### src/logic/tpc_pkg.sv
// Shared constants for the phase correction and result output block.
// Assumes a byte-wide register address behind the serial front end.
package tpc_pkg;
  localparam int RW = 24;
  // Register addresses
  localparam logic [7:0] A_PH = 8'h08;
  localparam logic [7:0] A_AMP = 8'h09;
  localparam logic [7:0] A_AT = 8'h0a;
  localparam logic [7:0] A_FC = 8'h0f;
  localparam logic [7:0] A_CNT = 8'h10;
  localparam logic [7:0] A_L0 = 8'h4a;
  localparam logic [7:0] A_L1 = 8'h4b;
  localparam logic [7:0] A_L2 = 8'h4c;
  localparam logic [7:0] A_L3 = 8'h4d;
  localparam logic [7:0] A_L4 = 8'h4e;
  localparam logic [7:0] A_H0 = 8'ha2;
  localparam logic [7:0] A_H1 = 8'ha7;
  localparam logic [7:0] A_H4A = 8'haa;
  localparam logic [7:0] A_H4B = 8'hab;
  localparam logic [7:0] A_H2 = 8'hac;
  localparam logic [7:0] A_H3 = 8'hb1;
  // Reset values and limits
  localparam logic [3:0] DIV_RST = 4'ha;
  localparam logic [14:0] CNT_MAX = 15'h7fff;
  // Calibration control field positions
  localparam int F_START = 16;
  localparam int F_DIV = 17;
  localparam int F_USE = 21;
  localparam int F_FLP = 22;
  localparam int F_FCR = 23;
  localparam int F_CONT = 15;
  // Nonlinearity control field positions
  localparam int N_EN = 0;
  localparam int N_A0 = 2;
  localparam int N_SC = 18;
  localparam int H_BYTE = 16;
  // Result word field positions
  localparam int O_PH = 0;
  localparam int O_OVF = 16;
  localparam int O_HDR = 17;
  localparam int O_TX = 18;
  localparam int O_VAL = 20;
  localparam int O_MF = 21;
  localparam int O_AOV = 22;
  localparam int O_FC0 = 23;
  localparam int O_AMP = 0;
  localparam int O_FC1 = 16;
  localparam int O_SOV = 18;
  localparam int O_OV2 = 19;
  localparam int O_BIN = 20;
  localparam int O_FC2 = 0;
  localparam int O_AMB = 2;
  localparam int O_TMP = 12;
  // Arithmetic shifts of the correction datapath
  localparam int FC_SHIFT = 15;
  localparam int NL_SHIFT = 16;
endpackage

### src/logic/tpc_fcal_if.sv
// Control and result signals between the register side and the
// frequency calibration counter; both ends share one clock.
`timescale 1ns/1ps
interface tpc_fcal_if;
  logic enable;
  logic continuous;
  logic start;
  logic [3:0] divider;
  logic [14:0] count;
  logic done;
  logic busy;
  modport ctl (output enable, continuous, start, divider,
               input count, done, busy);
  modport cal (input enable, continuous, start, divider,
               output count, done, busy);
endinterface

### src/logic/tpc_fcal.sv
// Frequency calibration counter: counts divided system clock ticks
// between two rising edges of the reference input.
// Assumes the reference is already synchronous to clk_i.
`timescale 1ns/1ps
module tpc_fcal (
  input wire logic clk_i,
  input wire logic rst_i,
  input wire logic ref_clk_i,
  tpc_fcal_if.cal fc
);
  typedef enum logic [1:0] {C_IDLE, C_ARM, C_COUNT} tpc_cst_t;
  typedef struct packed {
    tpc_cst_t st;
    logic [15:0] dcnt;
    logic [14:0] ticks;
    logic ref_d;
    logic [14:0] count;
    logic done;
    logic busy;
  } tpc_fcal_st_t;

  tpc_fcal_st_t s_r;
  tpc_fcal_st_t s_nxt;
  logic [15:0] dlim;
  logic tick;
  logic ref_rise;

  // Divide by two to the divider
  assign dlim = 16'((17'h1 << fc.divider) - 17'h1);
  assign tick = (s_r.dcnt == dlim);
  assign ref_rise = ref_clk_i & ~s_r.ref_d;

  // Results straight from the state register
  assign fc.count = s_r.count;
  assign fc.done = s_r.done;
  assign fc.busy = s_r.busy;

  // Next state of the measurement
  always_comb begin
    s_nxt = s_r;
    s_nxt.ref_d = ref_clk_i;
    s_nxt.done = 1'h0;
    if (!fc.enable) begin
      s_nxt.st = C_IDLE;
      s_nxt.busy = 1'h0;
      s_nxt.dcnt = 16'h0;
    end else begin
      case (s_r.st)
        C_IDLE: begin
          if (fc.start || fc.continuous) begin
            s_nxt.st = C_ARM;
            s_nxt.busy = 1'h1;
          end
        end
        // Wait for a reference edge to open the interval
        C_ARM: begin
          if (ref_rise) begin
            s_nxt.st = C_COUNT;
            s_nxt.dcnt = 16'h0;
            s_nxt.ticks = 15'h0;
          end
        end
        C_COUNT: begin
          s_nxt.dcnt = tick ? 16'h0 : s_r.dcnt + 16'h1;
          // Saturate rather than wrap on a missing reference
          if (tick && s_r.ticks != tpc_pkg::CNT_MAX) begin
            s_nxt.ticks = s_r.ticks + 15'h1;
          end
          if (ref_rise) begin
            s_nxt.count = s_r.ticks;
            s_nxt.done = 1'h1;
            s_nxt.dcnt = 16'h0;
            s_nxt.ticks = 15'h0;
            if (!fc.continuous) begin
              s_nxt.st = C_IDLE;
              s_nxt.busy = 1'h0;
            end
          end
        end
        default: begin
          s_nxt.st = C_IDLE;
        end
      endcase
    end
  end

  // State register
  always_ff @(posedge clk_i or posedge rst_i) begin
    if (rst_i) begin
      s_r <= '0;
    end else begin
      s_r <= s_nxt;
    end
  end
endmodule

### src/logic/tpc_top.sv
// Result output stage of the depth sensor: frequency calibration,
// frequency and nonlinearity correction of the phase, result packing.
// Assumes a serial front end that turns host transfers into single
// cycle register reads and writes, and a depth engine that pulses
// FRAME_DONE_I with all raw results valid in that cycle.
//
// Function
// - Correction uses trimmed count when select is 0, measured when 1.
// - Calibration logic only runs while its enable bit is set.
// - Frequency correction applied to phase when its enable is set.
// - Calibration clock is system clock over two to the divider.
// - Measure on start write, or continuously when continuous bit set.
// - Latest calibration count is readable as a 15-bit field.
// - Nonlinearity correction applied only while its enable is set, and only to TX0 frames.
// - All nonlinearity coefficients are scaled by a 2-bit factor.
// - Low-current coefficient set of orders zero to four is held.
// - High-current set held, fourth order split over two upper bytes.
// - Data ready shown on a pin; host then reads the results.
// - Final calibrated phase reported as a 16-bit value.
// - Overflow flags for base and second modulation frequency.
// - Amplitude reported with signal and ambient saturation flags.
// - Drive current level and transmitter channel are reported.
// - Frames marked valid, invalid during crosstalk measurement.
// - Modulation frequency of the frame reported as one bit.
// - Five-bit frame counter spread across the three result words.
// - Distance bin reported in a 4-bit field.
// - Ambient level reported as a 10-bit field.
// - Temperature reported as a 12-bit code.
`timescale 1ns/1ps
module tpc_top (
  input wire logic CLK_I,
  input wire logic RST_I,
  input wire logic [7:0] REG_ADDR_I,
  input wire logic [23:0] REG_WDATA_I,
  input wire logic REG_WR_I,
  input wire logic REG_RD_I,
  output logic [23:0] REG_RDATA_O,
  output logic REG_RVALID_O,
  input wire logic REF_CLK_I,
  input wire logic [14:0] TRIM_COUNT_I,
  input wire logic FRAME_DONE_I,
  input wire logic [15:0] RAW_PHASE_I,
  input wire logic [15:0] AMPLITUDE_I,
  input wire logic SIG_SAT_I,
  input wire logic AMB_SAT_I,
  input wire logic DRIVE_HIGH_I,
  input wire logic [1:0] TX_CHANNEL_I,
  input wire logic FRAME_VALID_I,
  input wire logic XTALK_BUSY_I,
  input wire logic MODULATION_FREQ_USED_I,
  input wire logic [3:0] RANGE_BIN_I,
  input wire logic [9:0] AMBIENT_I,
  input wire logic [11:0] TEMP_CODE_I,
  output logic DATA_READY_O
);
  typedef enum logic [2:0] {P_IDLE, P_FREQ, P_NL, P_APPLY, P_PUB}
    tpc_pst_t;
  typedef struct packed {
    logic use_meas;
    logic floop;
    logic fcorr;
    logic [3:0] div;
    logic [14:0] lim;
    logic start;
    logic cont;
    logic nl_en;
    logic [1:0] scale;
    logic [4:0][15:0] clo;
    logic [4:0][15:0] chi;
    logic [23:0] w8;
    logic [23:0] w9;
    logic [23:0] w10;
    logic [23:0] s8;
    logic [23:0] s9;
    logic [23:0] s10;
    logic [4:0] fcnt;
    tpc_pst_t pst;
    logic [15:0] ph;
    logic signed [31:0] acc;
    logic [1:0] iter;
    logic hsel;
    logic tx0;
    logic [23:0] rdata;
    logic rvalid;
    logic drdy;
    logic pub;
  } tpc_top_st_t;

  tpc_top_st_t s_r;
  tpc_top_st_t s_nxt;
  tpc_fcal_if fcif ();
  logic [14:0] sel_cnt;
  logic signed [15:0] ferr;
  logic signed [32:0] fprod;
  logic signed [17:0] fsum;
  logic fovf;
  logic [15:0] coef;
  logic signed [48:0] nprod;
  logic signed [31:0] corr;
  logic [4:0] fnew;
  logic wr_hit;
  logic rd_ph;

  // Calibration counter shares this module's control fields
  assign fcif.enable = s_r.floop;
  assign fcif.continuous = s_r.cont;
  assign fcif.start = s_r.start;
  assign fcif.divider = s_r.div;

  tpc_fcal u_fcal (
    .clk_i(CLK_I),
    .rst_i(RST_I),
    .ref_clk_i(REF_CLK_I),
    .fc(fcif.cal)
  );

  assign sel_cnt = s_r.use_meas ? fcif.count : TRIM_COUNT_I;
  assign ferr = $signed({1'h0, sel_cnt}) - $signed({1'h0, s_r.lim});
  // Shift stands in for a divide by the limit; it keeps one multiplier
  assign fprod = $signed({1'h0, s_r.ph}) * ferr;
  assign fsum = $signed({2'h0, s_r.ph})
              + $signed(fprod[32:tpc_pkg::FC_SHIFT]);
  assign fovf = fsum[17] | fsum[16];

  // Coefficient set follows the frame's drive level
  always_comb begin
    coef = s_r.hsel ? s_r.chi[s_r.iter] : s_r.clo[s_r.iter];
  end

  // One Horner step per cycle: acc times phase plus next coefficient
  assign nprod = s_r.acc * $signed({1'h0, s_r.ph});
  // Scale applies to the summed polynomial
  assign corr = s_r.acc <<< s_r.scale;
  assign fnew = s_r.fcnt + 5'h1;
  assign wr_hit = REG_WR_I;
  assign rd_ph = REG_RD_I && REG_ADDR_I == tpc_pkg::A_PH;

  always_comb begin
    s_nxt = s_r;
    s_nxt.start = 1'h0;
    s_nxt.pub = 1'h0;
    s_nxt.rvalid = REG_RD_I;
    // Register writes; result words are read only
    if (wr_hit) begin
      case (REG_ADDR_I)
        tpc_pkg::A_FC: begin
          s_nxt.lim = REG_WDATA_I[14:0];
          // Start bit is a self-clearing trigger
          s_nxt.start = REG_WDATA_I[tpc_pkg::F_START];
          s_nxt.div = REG_WDATA_I[tpc_pkg::F_DIV +: 4];
          s_nxt.use_meas = REG_WDATA_I[tpc_pkg::F_USE];
          s_nxt.floop = REG_WDATA_I[tpc_pkg::F_FLP];
          s_nxt.fcorr = REG_WDATA_I[tpc_pkg::F_FCR];
        end
        tpc_pkg::A_CNT: begin
          s_nxt.cont = REG_WDATA_I[tpc_pkg::F_CONT];
        end
        // Control and order zero share one register
        tpc_pkg::A_L0: begin
          s_nxt.nl_en = REG_WDATA_I[tpc_pkg::N_EN];
          s_nxt.clo[0] = REG_WDATA_I[tpc_pkg::N_A0 +: 16];
          s_nxt.scale = REG_WDATA_I[tpc_pkg::N_SC +: 2];
        end
        tpc_pkg::A_L1: s_nxt.clo[1] = REG_WDATA_I[15:0];
        tpc_pkg::A_L2: s_nxt.clo[2] = REG_WDATA_I[15:0];
        tpc_pkg::A_L3: s_nxt.clo[3] = REG_WDATA_I[15:0];
        tpc_pkg::A_L4: s_nxt.clo[4] = REG_WDATA_I[15:0];
        tpc_pkg::A_H0: s_nxt.chi[0] = REG_WDATA_I[15:0];
        tpc_pkg::A_H1: s_nxt.chi[1] = REG_WDATA_I[15:0];
        tpc_pkg::A_H2: s_nxt.chi[2] = REG_WDATA_I[15:0];
        tpc_pkg::A_H3: s_nxt.chi[3] = REG_WDATA_I[15:0];
        // Fourth order split across two upper bytes
        tpc_pkg::A_H4A: begin
          s_nxt.chi[4][15:8] = REG_WDATA_I[tpc_pkg::H_BYTE +: 8];
        end
        tpc_pkg::A_H4B: begin
          s_nxt.chi[4][7:0] = REG_WDATA_I[tpc_pkg::H_BYTE +: 8];
        end
        default: begin
        end
      endcase
    end
    // Register reads, one cycle latency; unmapped reads give zero
    s_nxt.rdata = 24'h0;
    if (REG_RD_I) begin
      case (REG_ADDR_I)
        tpc_pkg::A_PH: s_nxt.rdata = s_r.w8;
        tpc_pkg::A_AMP: s_nxt.rdata = s_r.w9;
        tpc_pkg::A_AT: s_nxt.rdata = s_r.w10;
        tpc_pkg::A_FC: begin
          s_nxt.rdata = {s_r.fcorr, s_r.floop, s_r.use_meas, s_r.div,
                         2'h0, s_r.lim};
        end
        tpc_pkg::A_CNT: s_nxt.rdata = {8'h0, s_r.cont, fcif.count};
        tpc_pkg::A_L0: begin
          s_nxt.rdata = {4'h0, s_r.scale, s_r.clo[0], 1'h0, s_r.nl_en};
        end
        tpc_pkg::A_L1: s_nxt.rdata = {8'h0, s_r.clo[1]};
        tpc_pkg::A_L2: s_nxt.rdata = {8'h0, s_r.clo[2]};
        tpc_pkg::A_L3: s_nxt.rdata = {8'h0, s_r.clo[3]};
        tpc_pkg::A_L4: s_nxt.rdata = {8'h0, s_r.clo[4]};
        tpc_pkg::A_H0: s_nxt.rdata = {8'h0, s_r.chi[0]};
        tpc_pkg::A_H1: s_nxt.rdata = {8'h0, s_r.chi[1]};
        tpc_pkg::A_H2: s_nxt.rdata = {8'h0, s_r.chi[2]};
        tpc_pkg::A_H3: s_nxt.rdata = {8'h0, s_r.chi[3]};
        tpc_pkg::A_H4A: s_nxt.rdata = {s_r.chi[4][15:8], 16'h0};
        tpc_pkg::A_H4B: s_nxt.rdata = {s_r.chi[4][7:0], 16'h0};
        default: s_nxt.rdata = 24'h0;
      endcase
    end
    // Reading the phase word clears the ready level
    if (rd_ph) begin
      s_nxt.drdy = 1'h0;
    end
    // Correction pipeline; a frame arriving while busy is dropped
    case (s_r.pst)
      P_IDLE: begin
        if (FRAME_DONE_I) begin
          s_nxt.pst = P_FREQ;
          s_nxt.ph = RAW_PHASE_I;
          s_nxt.hsel = DRIVE_HIGH_I;
          s_nxt.tx0 = (TX_CHANNEL_I == 2'h0);
          s_nxt.s8 = 24'h0;
          s_nxt.s8[tpc_pkg::O_HDR] = DRIVE_HIGH_I;
          s_nxt.s8[tpc_pkg::O_TX +: 2] = TX_CHANNEL_I;
          s_nxt.s8[tpc_pkg::O_VAL] = FRAME_VALID_I & ~XTALK_BUSY_I;
          s_nxt.s8[tpc_pkg::O_MF] = MODULATION_FREQ_USED_I;
          s_nxt.s8[tpc_pkg::O_AOV] = AMB_SAT_I;
          s_nxt.s9 = 24'h0;
          s_nxt.s9[tpc_pkg::O_AMP +: 16] = AMPLITUDE_I;
          s_nxt.s9[tpc_pkg::O_SOV] = SIG_SAT_I;
          s_nxt.s9[tpc_pkg::O_BIN +: 4] = RANGE_BIN_I;
          s_nxt.s10 = 24'h0;
          s_nxt.s10[tpc_pkg::O_AMB +: 10] = AMBIENT_I;
          s_nxt.s10[tpc_pkg::O_TMP +: 12] = TEMP_CODE_I;
        end
      end
      P_FREQ: begin
        if (s_r.fcorr) begin
          s_nxt.ph = fsum[15:0];
          if (s_r.s8[tpc_pkg::O_MF]) begin
            s_nxt.s9[tpc_pkg::O_OV2] = fovf;
          end else begin
            s_nxt.s8[tpc_pkg::O_OVF] = fovf;
          end
        end
        // Nonlinearity only when enabled, and only on TX0 frames
        if (s_r.nl_en && s_r.tx0) begin
          s_nxt.pst = P_NL;
          s_nxt.iter = 2'h3;
          s_nxt.acc = 32'($signed(s_r.hsel ? s_r.chi[4] : s_r.clo[4]));
        end else begin
          s_nxt.pst = P_PUB;
        end
      end
      P_NL: begin
        s_nxt.acc = nprod[tpc_pkg::NL_SHIFT +: 32] + 32'($signed(coef));
        s_nxt.iter = s_r.iter - 2'h1;
        if (s_r.iter == 2'h0) begin
          s_nxt.pst = P_APPLY;
        end
      end
      P_APPLY: begin
        // Phase wraps modulo full scale, as a phase should
        s_nxt.ph = s_r.ph + corr[15:0];
        s_nxt.pst = P_PUB;
      end
      P_PUB: begin
        // All three words change in one cycle
        s_nxt.w8 = s_r.s8;
        s_nxt.w8[tpc_pkg::O_PH +: 16] = s_r.ph;
        s_nxt.w8[tpc_pkg::O_FC0] = fnew[0];
        s_nxt.w9 = s_r.s9;
        s_nxt.w9[tpc_pkg::O_FC1 +: 2] = fnew[2:1];
        s_nxt.w10 = s_r.s10;
        s_nxt.w10[tpc_pkg::O_FC2 +: 2] = fnew[4:3];
        s_nxt.fcnt = fnew;
        // Set wins over a same-cycle clear
        s_nxt.drdy = 1'h1;
        s_nxt.pub = 1'h1;
        s_nxt.pst = P_IDLE;
      end
      default: begin
        s_nxt.pst = P_IDLE;
      end
    endcase
  end

  // State register
  always_ff @(posedge CLK_I or posedge RST_I) begin
    if (RST_I) begin
      s_r <= '0;
      s_r.div <= tpc_pkg::DIV_RST;
    end else begin
      s_r <= s_nxt;
    end
  end

  // Outputs come straight from the state register
  assign REG_RDATA_O = s_r.rdata;
  assign REG_RVALID_O = s_r.rvalid;
  assign DATA_READY_O = s_r.drdy;
endmodule

### config.mk
export PLATFORM = sky130hd
export DESIGN_NAME = tpc_top
export DESIGN_NICKNAME = d
export VERILOG_FILES = /design/src/logic/tpc_pkg.sv /design/src/logic/tpc_fcal_if.sv /design/src/logic/tpc_fcal.sv /design/src/logic/tpc_top.sv
export SDC_FILE = /design/constraint.sdc
export NUM_CORES = 2
export LEC_CHECK = 0
export BUFFER_PORTS_ARGS = -buffer_cell sky130_fd_sc_hd__buf_2
export CAP_MARGIN = 20
export CORE_MARGIN = 1
export CORE_UTILIZATION = 55
export DETAILED_ROUTE_END_ITERATION = 6
export PLACE_DENSITY_LB_ADDON = 0.08
export SLEW_MARGIN = 25
export SYNTH_ARGS = -nofsm -noshare
export SYNTH_HDL_FRONTEND = slang
export SYNTH_HIERARCHICAL = 1
export SYNTH_SLANG_ARGS = --single-unit
### constraint.sdc
create_clock -name CLK_I -period 14.09 [get_ports CLK_I]
set_clock_uncertainty 0.2 [all_clocks]
set_input_delay 1.409 -clock CLK_I [delete_from_list [all_inputs] [get_ports CLK_I]]
set_output_delay 1.409 -clock CLK_I [all_outputs]
set_load 0.005 [all_outputs]
==> results.py <==
metrics = {
    "final_layout": {
        "n_fill_cell": 7887,
        "fin_nets": 6129,
        "area_delta_synth_final_pct": 6.41,
        "drive_gt1_share_pct": 15.5,
    },
    "cts": {
        "cts_made_buffers": 49,
        "clk_latency_ps": 620,
        "root_buffer": "clkbuf_16",
        "post_cts_buffers": 0,
        "htreeDepth": 2,
        "cts_num_sinks": 439,
        "cts_tree": "done",
        "ctsLongestPathBuffers": 3,
        "clk_pin_slew_ps": 60,
        "cts-resized-gates": 0,
        "ctsHoldBuffers": 0,
    },
    "synth": {
        "syn-num-nets": 6166,
        "synth_area_um2": 50100,
        "syn_inst": 5052,
        "synth.yosys.warnings": 6,
        "syn_avg_cell_area_um2": 9.92,
    },
    "global_routing": {
        "grt_max_degree": 116,
        "antenna_found_initial": 9,
        "grt_pass1_vias": 38600,
        "overflow": 0,
        "grt_pass1_wl_um": 228000,
        "grt.total_usage_pct": 32.2,
    },
    "sta": {
        "hold_viol_final": 0,
        "relSlewSlack_pct": 26.6,
        "grt_setup_unrepaired": "false",
        "fin_hold_ws_ps": 287,
        "finalCritPeriodShare_pct": 80.2,
        "min_period_ps": 11300,
        "finalSetupViolCount": 0,
        "finalSetupTns_ps": 0,
        "maxSlewViolCount": 0,
        "max_freq_mhz": 88.5,
        "worst_pin_slew_ps": 1100,
    },
    "drt": {
        "wire_per_inst_um": 23.1,
        "routed_wl_um": 144000,
        "drt-vias-per-instance": 5.92,
        "route.detailed.drc": 0,
        "drtPass1Iterations": 7,
        "antenna_left": 0,
        "vias": 36900,
        "dr.first_iter.drc_count": 3070,
    },
    "place": {
        "place.gp.congestion": 0.897,
        "io_buffer_count": 144,
        "post-dp-hpwl_um": 105000,
    },
    "critical_path": {
        "path_max_fanout": 17,
        "slowest_stage": "dfrtp_1",
        "end_kind": "register",
        "cp_data_required_time_ps": 14390,
        "crit_cells": 45,
        "arrival_ps": 11600,
        "reg2reg_depth": 45,
        "crit_top_cell": "fa_1",
        "critPathBufInv": 5,
        "worstSetupPathType": "register to register",
        "path_delay_family": "adder cells",
        "regToRegStartpoint": "s_r[417]",
        "critical_path.startpoint": "s_r[417]",
        "cpPeakStageDelay_ps": 880,
        "critPathLaunchType": "register",
    },
    "floorplan": {
        "io_pins": 145,
        "die_h_um": 304,
        "die_area_um2": 92400,
        "coreArea_um2": 90100,
        "die_w_um": 304,
        "initial_utilization_pct": 55.6,
        "num_rows": 110,
    },
    "min_path": {
        "hold_start": "s_r[27]",
        "hold_path_depth": 1,
        "min_path_type": "register to register",
    },
    "run": {
        "cap_viol_max_count": 0,
    },
    "outcome": {
        "outcome": "complete, no violations",
    },
}
[layout by cell type, fill, tap and decap left out, types with 55 or more instances in the layout]
cell type / n
a22oi_1: 55
a21oi_1: 124
buf_2: 144
mux2_2: 348
buf_4: 88
o21ai_0: 98
ha_1: 316
nor2_1: 118
fa_1: 679
xnor2_1: 84
nand2_1: 592
dfrtp_1: 422
inv_1: 810
and2_1: 294
[stage by stage]
step / worst slack [ps] / instance area (um^2) / util [%] / std cells
finish: 2790 / 53300 / 59.2 / 6230
global route: 1990 / 53300 / 59.2 / 6228
CTS: 2830 / 53300 / 59.2 / 6228
detailed placement: 2360 / 51700 / 57.4 / 6140
global placement: 2460 / 51700 / 57.3 / 6140
floorplan: 1640 / 50100 / - / 5052
[worst reg2reg max path, delay by kind of cell, from the launching register on]
kind,cells,cell delay [ps]
fa+ha+maj,10,4210
compound gates,17,3620
simple gates,9,1160
flops,1,880
xor+xnor,3,440
buf+inv,5,420
mux,1,280
[cell type report]
cell class              count  area [um^2]  area share, %
well taps                1176         1470           2.76
inverters                 813         3060           5.74
multi-input cells        3480        34800           65.2
clock inverters            17          229          0.429
clock buffers              71         1400           2.62
diodes                      2         5.00        0.00938
repair buffers            232         1380           2.59
flip-flops and latches    439        11000           20.6
[flip-flops by register name (all words and copies together), names as in the netlist]
signal and cells:
DATA_READY_O 1, fcif.start 1, u_fcal/fc.count 15, fcif.continuous 1, fcif.divider 4, u_fcal/s_r 34, s_r 357, fcif.enable 1
REG_RVALID_O 1, REG_RDATA_O 24
[final timing paths]
kind | end | slack [ps]
max reg2reg | s_r[130] | 2790
max in group asynchronous | s_r[122] | 10200
min in group asynchronous | s_r[132] | 720
max | s_r[130] | 2790
min reg2reg | s_r[81] | 290
min | s_r[81] | 290
[routing by layer]
layer  wire, um  GRT usage [%]  share of wire [%]
met5         64              0              0.045
met3       9370           4.09                6.5
met1      60300           43.9                 42
met2      66800           51.7                 46
met4       7140           14.1                5.0
Power is not shown: default switching activity piles up to over one toggle a cycle in this logic, so the estimate is an artifact.
